[config.mk]
export PLATFORM = sky130hd
export DESIGN_NAME = moc_option_bank
export DESIGN_NICKNAME = d
export VERILOG_FILES = /design/src/include/moc_pkg.sv /design/src/rtl/moc_wake_timer.sv /design/src/rtl/moc_watchdog.sv /design/src/rtl/moc_option_bank.sv
export VERILOG_INCLUDE_DIRS = /design/src /design/src/include
export SDC_FILE = /design/constraint.sdc
export NUM_CORES = 1
export LEC_CHECK = 0
export BUFFER_PORTS_ARGS = -buffer_cell sky130_fd_sc_hd__buf_2
export CAP_MARGIN = 25
export CORE_MARGIN = 2
export CORE_UTILIZATION = 48
export DETAILED_ROUTE_END_ITERATION = 7
export GPL_ROUTABILITY_DRIVEN = 0
export PLACE_DENSITY = 0.95
export SYNTH_ARGS = -nofsm -noshare
export SYNTH_HDL_FRONTEND = slang
export SYNTH_SLANG_ARGS = --single-unit
[constraint.sdc]
create_clock -name ref_clk -period 2.9 [get_ports ref_clk]
set_input_delay 0.29 -clock ref_clk [delete_from_list [all_inputs] [get_ports ref_clk]]
set_output_delay 0.29 -clock ref_clk [all_outputs]
set_load 0.01 [all_outputs]
[src/include/moc_cfg.svh]
`ifndef MOC_CFG_SVH
`define MOC_CFG_SVH

// Register indices; byte addresses are four times these
`define MOC_IDX_OPT_A        10'h01F
`define MOC_IDX_OPT_B        10'h020

// Option register A field positions
`define MOC_A_STANDBY        7
`define MOC_A_ROM_LOCK       6
`define MOC_A_LVI_RST_DIS    5
`define MOC_A_LVI_PWR_DIS    4
`define MOC_A_SHORT_WAKE     3
`define MOC_A_WDOG_RATE      2
`define MOC_A_STOP_EN        1
`define MOC_A_WDOG_DIS       0

// Option register B field positions
`define MOC_B_EE_PROTECT     0

// Hardwired option defaults, chosen at manufacture
`define MOC_OPT_A_DEFAULT    8'h02
`define MOC_OPT_B_DEFAULT    8'h00

// Protected EEPROM window
`define MOC_EE_PROT_LO       12'h8F0
`define MOC_EE_PROT_HI       12'h8FF

// Timing, in crystal clock cycles; ref_clk is the crystal clock
`define MOC_XTAL_PER_REF     1
`define MOC_WAKE_SHORT_XTAL  32
`define MOC_WAKE_LONG_XTAL   4096
`define MOC_WAKE_SHORT_CYC   (`MOC_WAKE_SHORT_XTAL * `MOC_XTAL_PER_REF)
`define MOC_WAKE_LONG_CYC    (`MOC_WAKE_LONG_XTAL * `MOC_XTAL_PER_REF)
`define MOC_WDOG_LONG_XTAL   ((1 << 18) - (1 << 4))
`define MOC_WDOG_SHORT_XTAL  ((1 << 13) - (1 << 4))
`define MOC_WDOG_LONG_CYC    (`MOC_WDOG_LONG_XTAL * `MOC_XTAL_PER_REF)
`define MOC_WDOG_SHORT_CYC   (`MOC_WDOG_SHORT_XTAL * `MOC_XTAL_PER_REF)

`endif

[src/include/moc_pkg.sv]
package moc_pkg;
  typedef enum logic [1:0] {
    WAKE_IDLE  = 2'b01,
    WAKE_COUNT = 2'b10
  } moc_wake_e;

  typedef logic [7:0] moc_opt_t;
endpackage

[src/rtl/moc_wake_timer.sv]
`timescale 1ns/100ps
`include "moc_cfg.svh"
module moc_wake_timer (
  input  wire logic ref_clk,
  input  wire logic rst,
  input  wire logic shortSel,
  input  wire logic wakeReq,
  output logic      cpuResume
);
  moc_pkg::moc_wake_e state_r;
  logic [12:0]        cnt_r;
  logic [12:0]        limit;

  assign limit = shortSel ? 13'(`MOC_WAKE_SHORT_CYC - 1) : 13'(`MOC_WAKE_LONG_CYC - 1);

  always_ff @(posedge ref_clk) begin
    if (rst) begin
      state_r <= moc_pkg::WAKE_IDLE;
      cnt_r   <= 13'h0000;
    end else begin
      case (state_r)
        moc_pkg::WAKE_IDLE: begin
          cnt_r <= 13'h0000;
          if (wakeReq) begin
            state_r <= moc_pkg::WAKE_COUNT;
          end
        end
        moc_pkg::WAKE_COUNT: begin
          cnt_r <= cnt_r + 13'h0001;
          if (cnt_r == limit) begin
            state_r <= moc_pkg::WAKE_IDLE;
          end
        end
        default: begin
          state_r <= moc_pkg::WAKE_IDLE;
        end
      endcase
    end
  end

  always_ff @(posedge ref_clk) begin
    if (rst) begin
      cpuResume <= 1'b0;
    end else begin
      cpuResume <= (state_r == moc_pkg::WAKE_COUNT) && (cnt_r == limit);
    end
  end

  a_wake_short: assert property (@(posedge ref_clk) disable iff (rst)
    (wakeReq && shortSel && state_r == moc_pkg::WAKE_IDLE) |-> ##33 cpuResume)
    else $error("short wake delay not 32 cycles");
  a_wake_quiet: assert property (@(posedge ref_clk) disable iff (rst)
    (wakeReq && state_r == moc_pkg::WAKE_IDLE) |=> !cpuResume [*8])
    else $error("resume came too early");
endmodule

[src/rtl/moc_watchdog.sv]
`timescale 1ns/100ps
`include "moc_cfg.svh"
module moc_watchdog #(
  parameter logic [17:0] LONG_CYC  = 18'(`MOC_WDOG_LONG_CYC),
  parameter logic [17:0] SHORT_CYC = 18'(`MOC_WDOG_SHORT_CYC)
) (
  input  wire logic ref_clk,
  input  wire logic rst,
  input  wire logic disable_wd,
  input  wire logic longSel,
  input  wire logic service,
  output logic      bite
);
  logic [17:0] cnt_r;
  logic [17:0] limit;

  assign limit = (longSel ? LONG_CYC : SHORT_CYC) - 18'h0_0001;

  always_ff @(posedge ref_clk) begin
    if (rst || disable_wd || service || cnt_r == limit) begin
      cnt_r <= 18'h0_0000;
    end else begin
      cnt_r <= cnt_r + 18'h0_0001;
    end
  end

  always_ff @(posedge ref_clk) begin
    if (rst) begin
      bite <= 1'b0;
    end else begin
      bite <= !disable_wd && !service && (cnt_r == limit);
    end
  end

  a_wdog_bite: assert property (@(posedge ref_clk) disable iff (rst)
    (!disable_wd && !service && cnt_r == limit) |=> bite && cnt_r == 18'h0_0000)
    else $error("watchdog missed its timeout");
  a_wdog_held: assert property (@(posedge ref_clk) disable iff (rst)
    disable_wd |=> !bite && cnt_r == 18'h0_0000)
    else $error("disabled watchdog is running");
endmodule

[src/rtl/moc_option_bank.sv]
`timescale 1ns/100ps
`include "moc_cfg.svh"
// What this block does
// - Option values are hardwired at manufacture; running device cannot alter them.
// - Standby bit 7 keeps detector running in stop; zero stops it.
// - ROM lock bit 6 set blocks ROM access; clear leaves access open.
// - Detector reset-disable bit 5 set suppresses detector resets.
// - Detector power-disable bit 4 set removes detector power.
// - Stop exit waits 32 cycles with short-wake set, else 4096.
// - Watchdog timeout 2^18-2^4 cycles with rate set, else 2^13-2^4.
// - Stop-enable set lets stop execute; clear makes it an illegal opcode.
// - Watchdog disable bit 0 set holds the watchdog off.
// - EEPROM protect set refuses program/erase of 8F0-8FF and config registers.
module moc_option_bank #(
  parameter moc_pkg::moc_opt_t OPT_A          = `MOC_OPT_A_DEFAULT,
  parameter moc_pkg::moc_opt_t OPT_B          = `MOC_OPT_B_DEFAULT,
  parameter logic [17:0]       WDOG_LONG_CYC  = 18'(`MOC_WDOG_LONG_CYC),
  parameter logic [17:0]       WDOG_SHORT_CYC = 18'(`MOC_WDOG_SHORT_CYC)
) (
  input  wire logic        ref_clk,
  input  wire logic        rst,
  input  wire logic [11:0] paddr,
  input  wire logic        psel,
  input  wire logic        penable,
  input  wire logic        pwrite,
  input  wire logic [31:0] pwdata,
  output logic      [31:0] prdata,
  output logic             pready,
  output logic             pslverr,
  input  wire logic        inStop,
  input  wire logic        lviTrip,
  input  wire logic        romReadReq,
  input  wire logic        stopOpcode,
  input  wire logic        eeWriteReq,
  input  wire logic [11:0] eeWriteAddr,
  input  wire logic        eeCfgSel,
  input  wire logic        stopWakeReq,
  input  wire logic        wdogService,
  output logic             lviPowerOn,
  output logic             lviActive,
  output logic             lviResetOut,
  output logic             romReadGrant,
  output logic             romReadBlocked,
  output logic             stopEnter,
  output logic             illegalOpcode,
  output logic             eeWriteGrant,
  output logic             eeWriteRefused,
  output logic             cpuResume,
  output logic             watchdogEnabled,
  output logic             watchdogReset
);

  function automatic logic [11:0] regAddr(input logic [9:0] idx);
    regAddr = {idx, 2'b00};
  endfunction

  function automatic logic hitAddr(input logic [11:0] a, input logic [9:0] idx);
    hitAddr = (a == regAddr(idx));
  endfunction

  // Hardwired option nets; no flop holds them, so reset cannot touch them
  moc_pkg::moc_opt_t optA;
  moc_pkg::moc_opt_t optB;
  assign optA = OPT_A;
  assign optB = OPT_B;

  logic standbyRun;
  logic romLock;
  logic lviRstDis;
  logic lviPwrDis;
  logic shortWake;
  logic wdogLong;
  logic stopEn;
  logic wdogDis;
  logic eeProtect;

  assign standbyRun = optA[`MOC_A_STANDBY];
  assign romLock    = optA[`MOC_A_ROM_LOCK];
  assign lviRstDis  = optA[`MOC_A_LVI_RST_DIS];
  assign lviPwrDis  = optA[`MOC_A_LVI_PWR_DIS];
  assign shortWake  = optA[`MOC_A_SHORT_WAKE];
  assign wdogLong   = optA[`MOC_A_WDOG_RATE];
  assign stopEn     = optA[`MOC_A_STOP_EN];
  assign wdogDis    = optA[`MOC_A_WDOG_DIS];
  assign eeProtect  = optB[`MOC_B_EE_PROTECT];

  // APB slave: no wait states, answer in the first access-phase cycle
  logic        setup;
  logic        hitA;
  logic        hitB;
  logic [31:0] prdata_nxt;

  assign setup = psel && !penable;
  assign hitA  = hitAddr(paddr, `MOC_IDX_OPT_A);
  assign hitB  = hitAddr(paddr, `MOC_IDX_OPT_B);

  always_comb begin
    prdata_nxt = 32'h0000_0000;
    if (!pwrite && hitA) begin
      prdata_nxt = {24'h00_0000, optA};
    end else if (!pwrite && hitB) begin
      prdata_nxt = {24'h00_0000, optB};
    end
  end

  always_ff @(posedge ref_clk) begin
    if (rst) begin
      pready  <= 1'b0;
      pslverr <= 1'b0;
      prdata  <= 32'h0000_0000;
    end else begin
      pready  <= setup;
      pslverr <= setup && !hitA && !hitB;
      if (setup) begin
        prdata <= prdata_nxt;
      end else begin
        prdata <= 32'h0000_0000;
      end
    end
  end

  // Write data has no sink: the option bits are not storage
  logic unusedWdata;
  assign unusedWdata = ^pwdata;

  // Detector trip is analog; two flops before use
  logic tripMeta_r;
  logic tripSync_r;

  always_ff @(posedge ref_clk) begin
    if (rst) begin
      tripMeta_r <= 1'b0;
      tripSync_r <= 1'b0;
    end else begin
      tripMeta_r <= lviTrip;
      tripSync_r <= tripMeta_r;
    end
  end

  logic lviActive_nxt;
  assign lviActive_nxt = !lviPwrDis && (!inStop || standbyRun);

  always_ff @(posedge ref_clk) begin
    if (rst) begin
      lviPowerOn  <= 1'b0;
      lviActive   <= 1'b0;
      lviResetOut <= 1'b0;
    end else begin
      lviPowerOn  <= !lviPwrDis;
      lviActive   <= lviActive_nxt;
      lviResetOut <= tripSync_r && lviActive_nxt && !lviRstDis;
    end
  end

  always_ff @(posedge ref_clk) begin
    if (rst) begin
      romReadGrant   <= 1'b0;
      romReadBlocked <= 1'b0;
    end else begin
      romReadGrant   <= romReadReq && !romLock;
      romReadBlocked <= romReadReq && romLock;
    end
  end

  always_ff @(posedge ref_clk) begin
    if (rst) begin
      stopEnter     <= 1'b0;
      illegalOpcode <= 1'b0;
    end else begin
      stopEnter     <= stopOpcode && stopEn;
      illegalOpcode <= stopOpcode && !stopEn;
    end
  end

  logic eeInWindow;
  logic eeDeny;
  assign eeInWindow = (eeWriteAddr >= `MOC_EE_PROT_LO) && (eeWriteAddr <= `MOC_EE_PROT_HI);
  assign eeDeny     = eeProtect && (eeInWindow || eeCfgSel);

  always_ff @(posedge ref_clk) begin
    if (rst) begin
      eeWriteGrant   <= 1'b0;
      eeWriteRefused <= 1'b0;
    end else begin
      eeWriteGrant   <= eeWriteReq && !eeDeny;
      eeWriteRefused <= eeWriteReq && eeDeny;
    end
  end

  always_ff @(posedge ref_clk) begin
    if (rst) begin
      watchdogEnabled <= 1'b0;
    end else begin
      watchdogEnabled <= !wdogDis;
    end
  end

  moc_wake_timer u_wake (
    .ref_clk   (ref_clk),
    .rst       (rst),
    .shortSel  (shortWake),
    .wakeReq   (stopWakeReq),
    .cpuResume (cpuResume)
  );

  moc_watchdog #(
    .LONG_CYC  (WDOG_LONG_CYC),
    .SHORT_CYC (WDOG_SHORT_CYC)
  ) u_wdog (
    .ref_clk    (ref_clk),
    .rst        (rst),
    .disable_wd (wdogDis),
    .longSel    (wdogLong),
    .service    (wdogService),
    .bite       (watchdogReset)
  );

  a_read_opt_a: assert property (@(posedge ref_clk) disable iff (rst)
    (setup && !pwrite && hitA) |=> pready && !pslverr && prdata == {24'h00_0000, OPT_A})
    else $error("option A read wrong");
  a_read_opt_b: assert property (@(posedge ref_clk) disable iff (rst)
    (setup && !pwrite && hitB) |=> pready && !pslverr && prdata == {24'h00_0000, OPT_B})
    else $error("option B read wrong");
  a_write_ignored: assert property (@(posedge ref_clk) disable iff (rst)
    (setup && pwrite && hitA) |=> ##2 (optA == OPT_A && watchdogEnabled == !OPT_A[0]))
    else $error("write changed an option");
  a_rom_lock: assert property (@(posedge ref_clk) disable iff (rst)
    romReadReq |=> (romReadGrant != romLock) && (romReadBlocked == romLock))
    else $error("rom lock gating wrong");
  a_lvi_reset: assert property (@(posedge ref_clk) disable iff (rst)
    lviResetOut |-> !lviRstDis && !lviPwrDis && $past(tripSync_r))
    else $error("detector reset leaked");
  a_lvi_stop: assert property (@(posedge ref_clk) disable iff (rst)
    (inStop && !standbyRun) |=> !lviActive && !lviResetOut)
    else $error("detector active in stop");
  a_lvi_power: assert property (@(posedge ref_clk) disable iff (rst)
    lviActive |-> lviPowerOn && !lviPwrDis)
    else $error("detector active unpowered");
  a_stop_opcode: assert property (@(posedge ref_clk) disable iff (rst)
    stopOpcode |=> (stopEnter == stopEn) && (illegalOpcode == !stopEn))
    else $error("stop opcode handling wrong");
  a_ee_window: assert property (@(posedge ref_clk) disable iff (rst)
    (eeWriteReq && eeProtect && eeWriteAddr == `MOC_EE_PROT_HI) |=> eeWriteRefused && !eeWriteGrant)
    else $error("protected eeprom write granted");
  a_ee_outside: assert property (@(posedge ref_clk) disable iff (rst)
    (eeWriteReq && !eeCfgSel && eeWriteAddr == 12'h8EF) |=> eeWriteGrant)
    else $error("unprotected eeprom write refused");
  a_wdog_enable: assert property (@(posedge ref_clk) disable iff (rst)
    !$past(rst) |-> (watchdogEnabled == !wdogDis) && (!wdogDis || !watchdogReset))
    else $error("watchdog enable wrong");

  c_read_a: cover property (@(posedge ref_clk) disable iff (rst)
    setup && !pwrite && hitA ##1 pready);
  c_unmapped: cover property (@(posedge ref_clk) disable iff (rst)
    pslverr);
  c_wake: cover property (@(posedge ref_clk) disable iff (rst)
    stopWakeReq ##[1:1000] cpuResume);
  c_ee_refuse: cover property (@(posedge ref_clk) disable iff (rst)
    eeWriteRefused);
endmodule

==> flow_summary.ini <==
[outcome]
status = complete, no violations

[critical_path]
worstRegToRegCells = 6
timing.rr.start = u_wake.state_r[0]
arrival_ps = 2250
end_kind = flip-flop
r2r_end = u_wake.cnt_r[9]
worstPathCellList = inv_1 -> ha_1 -> nand4b_1 -> nor3_1 -> a31o_2 -> a21oi_1
cp-start-kind = flip-flop
cp_max_fo = 8
cpPeakStageDelay_ps = 560
required_ps = 3060
reg2reg_slack_ps = 810
cpMaxStageDelayCell = nor3_1
critical_path_class = flip-flop to flip-flop

[global_routing]
grt_pass1_vias = 1657
antenna_found_initial = 0
gr-total-overflow = 0
grt_max_degree = 15
grt_pass1_wl_um = 6820
grt_usage_pct = 16.8

[sta]
final-hold-violation-count = 0
tightest_slew_ps = 690
maxSlewViolCount = 0
rsz0062_at_grt = false
post-route-period-util_pct = 72.1
slew_headroom_pct = 53.7
setup_viol = 0
fin_skew_ps = 8.24
period_needed_ps = 2090
setup_tns_ps = 0
fmax_mhz = 478

[synthesis]
synth.avg_cell_area_um2 = 8.66
synth_ff_type = dfxtp_1
ys_types = 38
netlist_area_um2 = 2210
synthesis.instances = 255
synth-async-reset-ratio_pct = 0
ys_seq_area_share_pct = 41.7
synth-edff-count = 0
ys_ff_latch = 46
synth_warnings = 0

[routing]
vias = 1790
drc = 0
drt_pass1_iterations = 4
ant_nets = 0
wl_per_cell_um = 12.0
viasPerCell = 5.22
wirelength_um = 4120
first_iter_violations = 122

[clock_network]
root_buffer = clkbuf_8
clk_pin_slew_ps = 80
post_cts_buffers = 0
cts_tree = yes
h-tree-depth = 2
ctsHoldBuffers = 0
cts.sinks = 46
clk_latency_ps = 300
clk_path_buf_depth = 2
cts_resized = 0
cts_buffers = 5

[placed_design]
numPortBuffers = 35
dp_hpwl_um = 3120
place_area_um2 = 2300

[finish]
syn2layout_area_growth_pct = 7.42
drive_above_1_share_pct = 16.2
diodes = 0
final_util_pct = 54.1
fin_nets = 364
nFillCells = 405
fin_area_um2 = 2370

[power]
power_density_nw_per_um2 = 464
p_leak_nw = 0.944
swShare_pct = 23.6
power.switching_mw = 0.260
p_total_mw = 1.10
p_seq_share_pct = 58.9
internal_power_mw = 0.841
combPwrFrac_pct = 8.5
clkPwrFrac_pct = 32.5
peakVddDrop_mv = 0.316

[floorplan]
die_width_um = 71.8
initial_utilization_pct = 50.4
coreArea_um2 = 4380
die_y_um = 71.8
rows = 24
io_pins = 115
die_area_um2 = 5160

[job]
maxCapViolations = 0

[worst_hold_path]
min-delay-start = pwrite
hold_end = prdata[1]
min_path_cells = 2
hp-class = input pin to flip-flop
[cells in the mapped netlist, types with 7 or more instances]
master | count | share of area (%)
dfxtp_1 | 46 | 42
buf_4 | 35 | 12
nor2_1 | 33 | 5.6
nand2_1 | 14 | 2.4
xnor2_1 | 13 | 5.2
nand3_1 | 11 | 2.5
nand4_1 | 10 | 2.8
a21oi_1 | 9 | 2.0
inv_1 | 9 | 1.5
nor4_1 | 9 | 2.5
nor3_1 | 8 | 1.8
nor2b_1 | 7 | 2.0
xor2_1 | 7 | 2.8
[power by group through the flow]
stage | Combinational, mW | Sequential [mW] | Clock (mW)
after floorplan | 0.0925 | 0.665 | 0
after global placement | 0.0900 | 0.662 | 0
after detailed placement | 0.0933 | 0.663 | 0
after CTS | 0.0936 | 0.648 | 0.370
after global routing | 0.105 | 0.650 | 0.398
final | 0.0940 | 0.648 | 0.358
[logic make-up after synthesis]
group / share of synthesized area (%)
AO/OA/AOI/OAI: 6.40
other: 0.170
adder cells (fa/ha/maj): 2.27
flip-flops: 41.7
AND/OR/NAND/NOR: 27.1
XOR/XNOR: 7.93
buffers and inverters: 14.4
[worst max-delay path by stage]
| stage | start | end | cells past startpoint |
|---|---|---|---|
| 2_1_floorplan | u_wake.state_r[0] | u_wake.cnt_r[11] | 7 |
| 3_3_place_gp | u_wake.state_r[0] | u_wake.cnt_r[11] | 6 |
| 3_5_place_dp | u_wake.state_r[0] | u_wake.cnt_r[11] | 6 |
| 4_1_cts | u_wake.state_r[0] | u_wake.cnt_r[11] | 6 |
| 5_1_grt | u_wake.state_r[0] | u_wake.cnt_r[9] | 6 |
| 6_report | u_wake.state_r[0] | u_wake.cnt_r[9] | 6 |
[placed cells by master (no fill, tap or decap), types with 4 or more instances in the layout]
cell type,n
nor2_1,33
xor2_1,7
a21oi_1,9
or3_1,4
nor4_1,9
nand3_1,11
and3_1,4
xnor2_1,13
clkbuf_8,5
dfxtp_1,46
buf_2,35
nor3_1,8
o21ai_0,5
conb_1,34
nor2b_1,7
nand2_1,14
inv_1,9
ha_1,4
nand4_1,10
[critical path: cells and delay by family, from the launching register on]
kind                     cells  cell delay, ps
AND/OR/NAND/NOR              2             860
flip-flops                   1             370
adder cells (fa/ha/maj)      1             390
AO/OA/AOI/OAI                2             280
buffers and inverters        1              60
[through the flow]
step	setup slack, ps	hold WS (ps)	instances
after floorplan	1030	364	288
after global placement	883	428	336
after detailed placement	806	425	336
after CTS	799	141	343
after global routing	613	152	343
final	809	154	343
[metal layers]
layer / global-route usage [%] / wire (um) / part of all wire, %
met1: 18.1 / 1710 / 42
met5: 0 / 0 / 0
met4: 8.39 / 72 / 1.7
met3: 4.22 / 280 / 6.8
met2: 30.5 / 2060 / 50
[final cells by class]
cell class	instances	area, um2	share of cell area, %
Multi-Input combinational cell	193	1090	46.1
Sequential cell	46	921	38.8
Timing Repair Buffer	36	183	7.70
Clock buffer	7	76.3	3.22
Tap cell	52	65.1	2.74
Inverter	9	33.8	1.42
[state kept, by name (all words and copies together), names as in the netlist]
register and count:
lviActive 1, u_wake.state_r 2, pready 1, stopEnter 1, u_wdog.cnt_r 18, romReadGrant 1, lviPowerOn 1, pslverr 1
eeWriteGrant 1, u_wake.cnt_r 13, tripSync_r 1, tripMeta_r 1, u_wdog.bite 1, prdata 1, lviResetOut 1, u_wake.cpuResume 1
Note: power is estimated with default switching activity, not from simulation.
